## src/verilog/thermistor_threshold_map.vh

```
/*
 Offsets, field positions, reset values and code tables for the thermistor
 threshold and input limit report registers.
 Assumes inclusion by bare name from design files of this block.
*/
`ifndef THERMISTOR_THRESHOLD_MAP_VH
`define THERMISTOR_THRESHOLD_MAP_VH

// Register offsets (byte-wide register index)
`define THRESH_CTRL_ADDR      8'h18
`define LIMIT_RESULT_ADDR     8'h19

// Threshold control register fields and reset
`define THRESH_CTRL_RESET     8'h54
`define COOL_SEL_MSB          7
`define COOL_SEL_LSB          6
`define WARM_SEL_MSB          5
`define WARM_SEL_LSB          4
`define HOT_SEL_MSB           3
`define HOT_SEL_LSB           2
`define COLD_SEL_BIT          1
`define BYPASS_BIT            0

// Read data, status and boost enable reset values
`define RD_DATA_RESET         16'h0000
`define RD_UNMAPPED_VALUE     16'h0000
`define STATUS_RESET          4'h0
`define STATUS_QUIET          4'h0
`define GOOD_RESET            1'b0
`define HOT_EN_RESET          1'b1

// Limit report register
`define LIMIT_RESULT_RESET    9'h000
`define LIMIT_FIELD_MSB       8
`define LIMIT_MIN_CODE        9'h00a
`define LIMIT_MAX_CODE        9'h14a

// Cool threshold in tenths of a percent of the regulator voltage
`define COOL_PCT_0            10'h2c7
`define COOL_PCT_1            10'h2ac
`define COOL_PCT_2            10'h28f
`define COOL_PCT_3            10'h270

// Warm threshold in tenths of a percent of the regulator voltage
`define WARM_PCT_0            10'h1e4
`define WARM_PCT_1            10'h1c0
`define WARM_PCT_2            10'h19c
`define WARM_PCT_3            10'h179

// Boost hot limit in degrees Celsius, code 3 disables the check
`define HOT_DEG_0             8'h37
`define HOT_DEG_1             8'h3c
`define HOT_DEG_2             8'h41
`define HOT_SEL_DISABLE       2'h3

// Boost cold limit in degrees Celsius, two's complement
`define COLD_DEG_0            8'hf6
`define COLD_DEG_1            8'hec

`endif

```

## src/verilog/thermistor_threshold_regs.v

```verilog
/*
 Thermistor threshold control register and input current limit report.
 Assumes a host serial port front end that hands over byte reads and writes
 with an address, and charger logic supplying raw comparator status, the
 optimiser result, watchdog expiry and register-reset pulses.
 The analog comparators take the threshold codes straight from the output
 flops, so a host write reaches them two clocks after its strobe.
 Read and write strobes are single-cycle pulses already synchronous to clk_i.
*/
`timescale 1ns/1ns
`default_nettype none
`include "thermistor_threshold_map.vh"

// What this block does
// - Cool field bits 7-6 selects rising threshold 71.1/68.4/65.5/62.4 %.
// - Warm field bits 5-4 selects falling threshold 48.4/44.8/41.2/37.7 %.
// - Hot field bits 3-2 picks 55/60/65 C, or disables hot check.
// - Cold bit 1 selects minus ten or minus twenty degrees Celsius.
// - Bypass bit 0 forces thermistor good and status 0000.
// - Control register at 18h resets to 54h, also on watchdog or reg reset.
// - Report bits 8-0 give limit at 10 mA per step, clamped, upper zero.
// - Report register at 19h reads zero until a limit value arrives.
module thermistor_threshold_regs (
   input  wire        clk_i,
   input  wire        nrst_i,
   input  wire [7:0]  addr_i,
   input  wire        wr_en_i,
   input  wire [7:0]  wr_data_i,
   input  wire        rd_en_i,
   output reg  [15:0] rd_data_o,
   output wire        rd_hit_o,
   input  wire        watchdog_expired_i,
   input  wire        reg_reset_i,
   input  wire        limit_valid_i,
   input  wire [8:0]  limit_value_i,
   input  wire [3:0]  raw_thermistor_status_i,
   input  wire        raw_thermistor_good_i,
   output reg  [3:0]  thermistor_status_o,
   output reg         thermistor_good_o,
   output reg  [9:0]  cool_pct_o,
   output reg  [9:0]  warm_pct_o,
   output reg  [7:0]  boost_hot_deg_o,
   output reg         boost_hot_check_en_o,
   output reg  [7:0]  boost_cold_deg_o,
   output wire [7:0]  thresh_ctrl_o
);

   // Register state and next values
   reg  [7:0]  thresh_ctrl;
   reg  [7:0]  next_thresh_ctrl;
   reg  [8:0]  optimised_input_limit;
   reg  [8:0]  next_limit;
   reg  [8:0]  next_optimised_input_limit;
   reg  [15:0] next_rd_data;
   reg  [3:0]  next_status;
   reg         next_good;

   // Field views of the control register
   wire [1:0]  cool_threshold_sel;
   wire [1:0]  warm_threshold_sel;
   wire [1:0]  boost_hot_limit_sel;
   wire        boost_cold_limit_sel;
   wire        thermistor_feedback_bypass;

   // Decoder results, registered below before they leave the block
   wire [9:0]  dec_cool;
   wire [9:0]  dec_warm;
   wire [7:0]  dec_hot;
   wire        dec_hot_en;
   wire [7:0]  dec_cold;

   // Address decode and strobes
   wire        sel_ctrl;
   wire        sel_limit;
   wire        wr_ctrl;
   wire        reload_ctrl;

   // Address decode shared by the write strobe, read mux and hit flag
   assign sel_ctrl  = (addr_i == `THRESH_CTRL_ADDR);
   assign sel_limit = (addr_i == `LIMIT_RESULT_ADDR);
   assign wr_ctrl   = wr_en_i && sel_ctrl;
   assign rd_hit_o  = rd_en_i && (sel_ctrl || sel_limit);

   // Watchdog expiry and register reset both put the fields back to default
   assign reload_ctrl = watchdog_expired_i || reg_reset_i;

   // Field views; the read mux rebuilds the byte from them
   assign cool_threshold_sel =
      thresh_ctrl[`COOL_SEL_MSB:`COOL_SEL_LSB];
   assign warm_threshold_sel =
      thresh_ctrl[`WARM_SEL_MSB:`WARM_SEL_LSB];
   assign boost_hot_limit_sel =
      thresh_ctrl[`HOT_SEL_MSB:`HOT_SEL_LSB];
   assign boost_cold_limit_sel = thresh_ctrl[`COLD_SEL_BIT];
   assign thermistor_feedback_bypass = thresh_ctrl[`BYPASS_BIT];
   assign thresh_ctrl_o = thresh_ctrl;

   // Next control value; reload beats a host write in the same cycle
   // because the host that let the watchdog run out is no longer trusted
   always @* begin
      next_thresh_ctrl = thresh_ctrl;
      if (reload_ctrl) begin
         next_thresh_ctrl = `THRESH_CTRL_RESET;
      end else if (wr_ctrl) begin
         next_thresh_ctrl = wr_data_i;
      end
   end

   // Control register flops
   always @(posedge clk_i or negedge nrst_i) begin
      if (!nrst_i) begin
         thresh_ctrl <= `THRESH_CTRL_RESET;
      end else begin
         thresh_ctrl <= next_thresh_ctrl;
      end
   end

   // Clamp the incoming limit to the reportable range; the upper clamp
   // keeps out codes the field could hold but the charger never means
   always @* begin
      if (limit_value_i < `LIMIT_MIN_CODE) begin
         next_limit = `LIMIT_MIN_CODE;
      end else if (limit_value_i > `LIMIT_MAX_CODE) begin
         next_limit = `LIMIT_MAX_CODE;
      end else begin
         next_limit = limit_value_i;
      end
   end

   // Report keeps its value between results
   always @* begin
      next_optimised_input_limit = optimised_input_limit;
      if (limit_valid_i) begin
         next_optimised_input_limit = next_limit;
      end
   end

   // Limit report holds zero from power-on until the first result
   always @(posedge clk_i or negedge nrst_i) begin
      if (!nrst_i) begin
         optimised_input_limit <= `LIMIT_RESULT_RESET;
      end else begin
         optimised_input_limit <= next_optimised_input_limit;
      end
   end

   // Read mux; writes to the read-only report never reach it
   always @* begin
      next_rd_data = rd_data_o;
      if (rd_en_i) begin
         if (sel_ctrl) begin
            next_rd_data = {8'h00, cool_threshold_sel, warm_threshold_sel,
                            boost_hot_limit_sel, boost_cold_limit_sel,
                            thermistor_feedback_bypass};
         end else if (sel_limit) begin
            next_rd_data = {7'h00, optimised_input_limit};
         end else begin
            next_rd_data = `RD_UNMAPPED_VALUE;
         end
      end
   end

   // Read data register; it holds until the next read strobe
   always @(posedge clk_i or negedge nrst_i) begin
      if (!nrst_i) begin
         rd_data_o <= `RD_DATA_RESET;
      end else begin
         rd_data_o <= next_rd_data;
      end
   end

   threshold_decode u_decode (
      .ctrl_i         (thresh_ctrl),
      .cool_pct_o     (dec_cool),
      .warm_pct_o     (dec_warm),
      .hot_deg_o      (dec_hot),
      .hot_check_en_o (dec_hot_en),
      .cold_deg_o     (dec_cold)
   );

   // Comparator threshold codes registered so comparators see no glitches
   always @(posedge clk_i or negedge nrst_i) begin
      if (!nrst_i) begin
         cool_pct_o <= `COOL_PCT_1;
         warm_pct_o <= `WARM_PCT_1;
      end else begin
         cool_pct_o <= dec_cool;
         warm_pct_o <= dec_warm;
      end
   end

   // Boost mode limits; the enable drops when the hot check is disabled
   always @(posedge clk_i or negedge nrst_i) begin
      if (!nrst_i) begin
         boost_hot_deg_o      <= `HOT_DEG_1;
         boost_hot_check_en_o <= `HOT_EN_RESET;
         boost_cold_deg_o     <= `COLD_DEG_0;
      end else begin
         boost_hot_deg_o      <= dec_hot;
         boost_hot_check_en_o <= dec_hot_en;
         boost_cold_deg_o     <= dec_cold;
      end
   end

   // Bypass masks status and forces good
   always @* begin
      if (thermistor_feedback_bypass) begin
         next_status = `STATUS_QUIET;
         next_good   = 1'b1;
      end else begin
         next_status = raw_thermistor_status_i;
         next_good   = raw_thermistor_good_i;
      end
   end

   // Status flops; one cycle of latency from the raw comparator inputs
   always @(posedge clk_i or negedge nrst_i) begin
      if (!nrst_i) begin
         thermistor_status_o <= `STATUS_RESET;
         thermistor_good_o   <= `GOOD_RESET;
      end else begin
         thermistor_status_o <= next_status;
         thermistor_good_o   <= next_good;
      end
   end

endmodule // thermistor_threshold_regs
`default_nettype wire

```

## src/verilog/threshold_decode.v

```verilog
/*
 Decodes the threshold select fields into comparator settings.
 Assumes a purely combinational use by the register bank.
*/
`timescale 1ns/1ns
`default_nettype none
`include "thermistor_threshold_map.vh"

module threshold_decode (
   input  wire [7:0] ctrl_i,
   output reg  [9:0] cool_pct_o,
   output reg  [9:0] warm_pct_o,
   output reg  [7:0] hot_deg_o,
   output wire       hot_check_en_o,
   output wire [7:0] cold_deg_o
);

   // Cool comparator rising threshold
   always @* begin
      case (ctrl_i[`COOL_SEL_MSB:`COOL_SEL_LSB])
         2'h0: cool_pct_o = `COOL_PCT_0;
         2'h1: cool_pct_o = `COOL_PCT_1;
         2'h2: cool_pct_o = `COOL_PCT_2;
         default: cool_pct_o = `COOL_PCT_3;
      endcase
   end

   // Warm comparator falling threshold
   always @* begin
      case (ctrl_i[`WARM_SEL_MSB:`WARM_SEL_LSB])
         2'h0: warm_pct_o = `WARM_PCT_0;
         2'h1: warm_pct_o = `WARM_PCT_1;
         2'h2: warm_pct_o = `WARM_PCT_2;
         default: warm_pct_o = `WARM_PCT_3;
      endcase
   end

   // Hot limit; code 3 gives the 65 C value but drops the enable
   always @* begin
      case (ctrl_i[`HOT_SEL_MSB:`HOT_SEL_LSB])
         2'h0: hot_deg_o = `HOT_DEG_0;
         2'h1: hot_deg_o = `HOT_DEG_1;
         default: hot_deg_o = `HOT_DEG_2;
      endcase
   end

   assign hot_check_en_o =
      (ctrl_i[`HOT_SEL_MSB:`HOT_SEL_LSB] != `HOT_SEL_DISABLE);
   assign cold_deg_o = ctrl_i[`COLD_SEL_BIT] ? `COLD_DEG_1
                                             : `COLD_DEG_0;

endmodule // threshold_decode
`default_nettype wire

```

## config.mk

```make
export PLATFORM = sky130hd
export DESIGN_NAME = thermistor_threshold_regs
export DESIGN_NICKNAME = d
export VERILOG_FILES = /design/src/verilog/thermistor_threshold_regs.v /design/src/verilog/threshold_decode.v
export VERILOG_INCLUDE_DIRS = /design/src /design/src/verilog
export SDC_FILE = /design/constraint.sdc
export NUM_CORES = 1
export LEC_CHECK = 0
export BUFFER_PORTS_ARGS = -buffer_cell sky130_fd_sc_hd__buf_2
export CORE_MARGIN = 1.5
export CORE_UTILIZATION = 25
export CTS_BUF_LIST = sky130_fd_sc_hd__clkbuf_8 sky130_fd_sc_hd__clkbuf_16
export CTS_CLUSTER_DIAMETER = 150
export DETAILED_ROUTE_END_ITERATION = 6
export GPL_TIMING_DRIVEN = 0
export PLACE_DENSITY_LB_ADDON = 0.05
export SETUP_SLACK_MARGIN = 0.02
export SYNTH_ARGS = -nofsm -noshare
export SYNTH_HDL_FRONTEND = slang
export SYNTH_SLANG_ARGS = --single-unit
```

## constraint.sdc

```tcl
create_clock -name clk_i -period 2.5 [get_ports clk_i]
set_input_delay 0.125 -clock clk_i [delete_from_list [all_inputs] [get_ports clk_i]]
set_output_delay 0.125 -clock clk_i [all_outputs]
set_load 0.02 [all_outputs]
```

Word level (Yosys, flattened, before mapping)
Index checks and enable logic that the tools add are counted.
{ "classes": {"order_cmp": 2, "eq_ne": 8, "n_mux": 12, "n_reduce_logical": 8} }
{ "op_table": {"columns": ["operator", "count"], "rows": [
  ["$pmux W8 S3", 2],
  ["$mux W9", 3],
  ["$eq A8 B5 Y1 const B", 2],
  ["$mux W16", 1],
  ["$mux W8", 2],
  ["$pmux W7 S2", 1],
  ["$gt A9 B9 Y1 const B", 1],
  ["$lt A9 B4 Y1 const B", 1],
  ["$eq A2 B1 Y1 const B", 3],
  ["$logic_not A2 Y1", 3],
  ["$mux W5", 1],
  ["$eq A2 B2 Y1 const B", 2],
  ["$mux W4", 1],
  ["$logic_and A1 B1 Y1", 2],
  ["$logic_or A1 B1 Y1", 2],
  ["$ne A2 B2 Y1 const B", 1],
  ["$reduce_bool A2 Y1", 1],
  ["$mux W1", 1]
]} }
{ "word_totals": {"register_bits": 75, "inputBits": 37, "out_inout_bits": 67, "word_cells": 40} }

Logic depth before layout (Yosys ltp)
{ "depth": {"word_depth": 4, "mapped_depth": 4, "mapped_depth_nobuf": 4} }

Hierarchy
A second synthesis with hierarchy kept.
{ "hier_totals": {"hier_cells": 232, "hier_area_um2": 2836.5} }
{ "by_module_without_submodules": {"columns": ["mod", "n_inst", "cells_per_inst", "area_each_um2", "seq_area_each_um2"], "rows": [
  ["thermistor_threshold_regs", 1, 182, 2471.1, 1729.2],
  ["threshold_decode", 1, 50, 365.4, 0.0]
]} }

Least setup slack after synthesis
Ideal clock, no wire load.
{ "synth_timing": {"path_kind": "flip-flop to flip-flop", "startpoint": "register thresh_ctrl[4], in the netlist thresh_ctrl_o[4]", "endpoint": "register warm_pct_o[4]", "setup_ps": 127, "t_arrival_ps": 1145, "t_required_ps": 2373, "setup_slack_ps": 1227, "stages_incl_launch_ff": 4, "path_buffers": 0, "synth_period_minus_slack_ps": 1273, "path_cell_list": "dfstp_2 inv_1 ha_1 or2_2"} }
{ "synth_via": {"elab_chain_cells": 2, "word_cells_on_any_way": 4, "cone_classes": "2 x eq/ne; 1 x mux; 1 x reduce/logical"} }
{ "synth_lines": {"columns": ["element", "line_no", "source"], "rows": [
  ["start: declaration", "thermistor_threshold_regs.v:49", "reg [7:0] thresh_ctrl;"],
  ["start signal: assignment", "thermistor_threshold_regs.v:112", "thresh_ctrl <= `THRESH_CTRL_RESET;"],
  ["start signal: assignment", "thermistor_threshold_regs.v:114", "thresh_ctrl <= next_thresh_ctrl;"],
  ["$eq A2 B2 Y1, or another cell as far along", "threshold_decode.v:30", "case (ctrl_i[`WARM_SEL_MSB:`WARM_SEL_LSB])"],
  ["$pmux W8 S3 *", "threshold_decode.v:30", null],
  ["end signal: assignment", "thermistor_threshold_regs.v:185", "warm_pct_o <= `WARM_PCT_1;"],
  ["end signal: assignment", "thermistor_threshold_regs.v:188", "warm_pct_o <= dec_warm;"],
  ["end: declaration", "thermistor_threshold_regs.v:41", "output reg [9:0] warm_pct_o,"]
]} }
Every way passes the cells marked *; elsewhere a longest branch is shown, timed or not.
A chain may end at the register's enable or synchronous reset.

Final worst setup path
{ "layout_timing": {"startpoint": "input addr_i[6]", "endpoint": "output rd_hit_o"} }
{ "layout_via": {"elab_chain_cells": 3, "word_cells_on_any_way": 4, "cone_classes": "2 x eq/ne; 2 x reduce/logical"} }
{ "layout_lines": {"columns": ["element", "line_no", "source"], "rows": [
  ["start: declaration", "thermistor_threshold_regs.v:26", "input wire [7:0] addr_i,"],
  ["$eq A8 B5 Y1 (no line)", null, null],
  ["$logic_or A1 B1 Y1 *", "thermistor_threshold_regs.v:82", "assign rd_hit_o = rd_en_i && (sel_ctrl || sel_limit);"],
  ["$logic_and A1 B1 Y1 *", "thermistor_threshold_regs.v:82", null],
  ["end: declaration", "thermistor_threshold_regs.v:31", "output wire rd_hit_o,"]
]} }
Marked as above.

==> metrics.md <==
| Metric | Value |
|---|---|
| Layout cell share with drive strength beyond 1 | `a little under half` |
| Post-DP HPWL | `just under 4000 um` |
| Yosys top cell area share | `between 40% and 50%` |
| Die height | `between 90 and 100 um` |
| Most numerous cell in the Yosys netlist | `dfrtp_1` |
| Yosys reg bits | `between 50 and 60` |
| I/O Pins | `104` |
| Worst path required time | `~2.4 ns` |
| Mux cell area share after synthesis | `approximately 6%` |
| Setup crit end kind | `output port` |
| PwrDens | `~490 mW/mm2` |
| Cell Chain, Critical Path | `buf_2 > nor4b_4 > nand3_2 > inv_2 > buf_2` |
| Placed Area | `around 0.0030 mm2` |
| RSZ-0062 raised after global routing | `no` |
| Yosys warning count | `0` |
| Largest family of logic cells by synthesized area | `buffers and inverters` |
| NumNets Final | `362` |
| Post-synth EDFFs | `0` |
| Hold WS | `around 0.029 ns` |
| Least-Margin Pin Slew | `1.16 ns` |
| Min Tclk post-route | `1.38 ns` |
| Yosys top cell by area | `dfrtp_1` |
| First-pass GRT wire length | `8580 um` |
| Vias in the first global route | `about 1700` |
| Final instance area | `0.00306 mm2` |
| Clock latency on the worst-skew pair | `about 0.30 ns` |
| Compound-gate portion of the synthesized area | `8.36%` |
| Final hold violations | `0` |
| Syn Inst Count | `between 200 and 250` |
| Core area | `between 0.009 and 0.01 mm2` |
| Commonest register cell after synthesis | `dfrtp_1` |
| DR vias | `approximately 1700` |
| Sink Count | `around 50` |
| # diodes | `0` |
| Xor and xnor fraction of the mapped netlist area | `0%` |
| Post-Synth Simple-Gate Area | `12.8%` |
| Clk slew on worst S/H paths | `around 0.090 ns` |
| Final Util | `33.3%` |
| Worst-path fanout max | `10` |
| Number of DRC markers in iteration 0 | `41` |
| Family with the most delay on the worst path | `simple AND/OR/NAND/NOR gates` |
| Via/cell ratio | `~4` |
| Top cells by count, synth | `dfrtp_1, inv_1, buf_4` |
| Max_cap viols | `0` |
| Synth cell types | `38` |
| Initial antenna violation count | `0` |
| Routability cong. | `approximately 0.73` |
| DR pass1 iterations | `4` |
| CTS Root Cell | `clkbuf_8` |
| Post-cts gate resize count | `0` |
| Seq/Total Area, Yosys | `a little over half` |
| Status | `completed` |
| Main area contributors after synthesis | `dfrtp_1, dfstp_2, buf_4` |
| Final setup violation count | `0` |
| Die X | `between 90 and 100 um` |
| Peak supply drop | `around 0.22 mV` |
| Grt ovf | `0` |
| Post-route ant nets | `0` |
| Total power | `1.50 mW` |
| Critical path type | `input pin to output port` |
| Fill cells | `978` |
| GRT Total Usage | `between 10% and 20%` |
| Die area | `0.0100 mm2` |
| Area Overhead vs Synth | `30.1%` |
| Worst min-delay path class | `input pin to register` |
| Relative slew slack | `around 22%` |
| CTS H-tree lvls | `2` |
| CP dominant cell by count | `buf_2` |
| Syn_area_per_cell | `11.2 um2` |
| Tcrit/Tclk final | `between 50 and 60%` |
| Number of port buffers | `between 80 and 90` |
| Crit start category | `input pin` |
| CTS tree | `built` |
| Mapped cell area | `roughly 0.0024 mm2` |
| Max Fclk | `around 720 MHz` |
| Ys async rst share | `100%` |
| Worst Path Arrival | `between 1 and 1.5 ns` |
| Initial core utilization | `25.6%` |
| CTS buffer count | `5` |
| Largest net degree at the start of global routing | `between 50 and 60` |
| Fin Setup TNS | `0 ns` |
| Slowest-stage cell, CP | `nor4b_4` |
| Leakage | `1.61 nW` |
| Buffers plus inverters on the worst setup path | `3` |
| Clock Tree Buf Depth | `2` |
| CP peak stage delay | `0.42 ns` |
| Adder-Cell Fraction of Synth Area | `~4.3%` |
| Setup Skew | `0.00397 ns` |
| Drt drc | `0` |
| Cell Rows | `35` |
| Slew Viols, Final | `0` |
| WL/cell | `roughly 12 um` |
| Drt total wl | `5290 um` |
-- what timing repair did --
| action | CTS | global route |
|---|---|---|
| setup endpoints to repair | 0 | 0 |
| hold buffers | 1 | 0 |
| hold endpoints to repair | 1 | 0 |
| buffers inserted | 0 | 0 |
-- metrics by stage --
step | cells | setup WS (ns)
finish | 429 | 1.12
global route | 429 | 1.02
CTS | 429 | 1.10
detailed placement | 420 | 1.09
global placement | 420 | 1.10
floorplan | 226 | 1.23
-- flip-flops by register name, summed over array words and instances (netlist names) --
| register | count |
|---|---|
| thermistor_status_o | 4 |
| boost_hot_deg_o | 5 |
| rd_data_o | 9 |
| thermistor_good_o | 1 |
| boost_hot_check_en_o | 1 |
| boost_cold_deg_o | 2 |
| thresh_ctrl_o | 8 |
| cool_pct_o | 6 |
| optimised_input_limit | 9 |
| warm_pct_o | 6 |
-- cell families after synthesis --
family / Yosys count
buffers and inverters: 58
multiplexers: 14
AO/OA/AOI/OAI: 30
adder cells (fa/ha/maj): 8
other: 2
AND/OR/NAND/NOR: 47
flip-flops: 51
-- path summary, 6_finish.rpt --
kind | slack [ns] | startpoint | end | cells past startpoint
min | 0.03 | raw_thermistor_status_i[2] | thermistor_status_o[2] | 2
min in group asynchronous | 0.05 | nrst_i | cool_pct_o[6] | 1
max in group asynchronous | 1.74 | nrst_i | optimised_input_limit[0] | 1
max reg2reg | 1.23 | thresh_ctrl_o[4] | warm_pct_o[4] | 3
max | 1.12 | addr_i[6] | rd_hit_o | 5
min reg2reg | 0.50 | thresh_ctrl_o[1] | boost_cold_deg_o[1] | 1
-- area by class of cell --
class | instances | area [um2] | share of cell area (%)
Sequential cell | 51 | 1290 | 42.2
Multi-Input combinational cell | 117 | 806 | 26.3
Timing Repair Buffer | 84 | 425 | 13.9
Buffer | 31 | 213 | 6.95
Tap cell | 111 | 139 | 4.54
Inverter | 27 | 101 | 3.31
Clock buffer | 5 | 68.8 | 2.25
Clock inverter | 3 | 15.0 | 0.491
-- cells in the final DEF, fill, tap and decap left out, types with 2 or more instances in the layout --
master / instances
buf_2: 85
dfrtp_1: 39
inv_1: 26
buf_4: 25
conb_1: 18
nand2_1: 13
mux2i_1: 13
dfstp_2: 12
o22ai_1: 11
nor2_1: 8
ha_1: 8
nor2b_1: 6
o21ai_1: 5
clkbuf_8: 5
clkbuf_1: 4
nor4_1: 3
a31oi_1: 3
nand3_1: 3
clkinv_2: 3
or2_2: 2
nor3b_2: 2
nand3_2: 2
a21oi_1: 2
o21ai_0: 2
o32a_1: 2
-- report_power, final --
group,leakage (nW),internal (mW),switching (mW)
sequential,0.641,0.844,0.00913
combinational,0.925,0.0736,0.103
clock,0.0477,0.192,0.276
total,1.61,1.11,0.388
-- per-layer routing --
layer	vias to the layer above	track usage [%]	share of wire [%]
met3	5	2.44	5.1
met4	0	4.12	1.6
met5	-	0	0
met1	781	14.2	46
met2	61	18.2	47
li1	868	-	-
(Power assumes the default switching activity.)
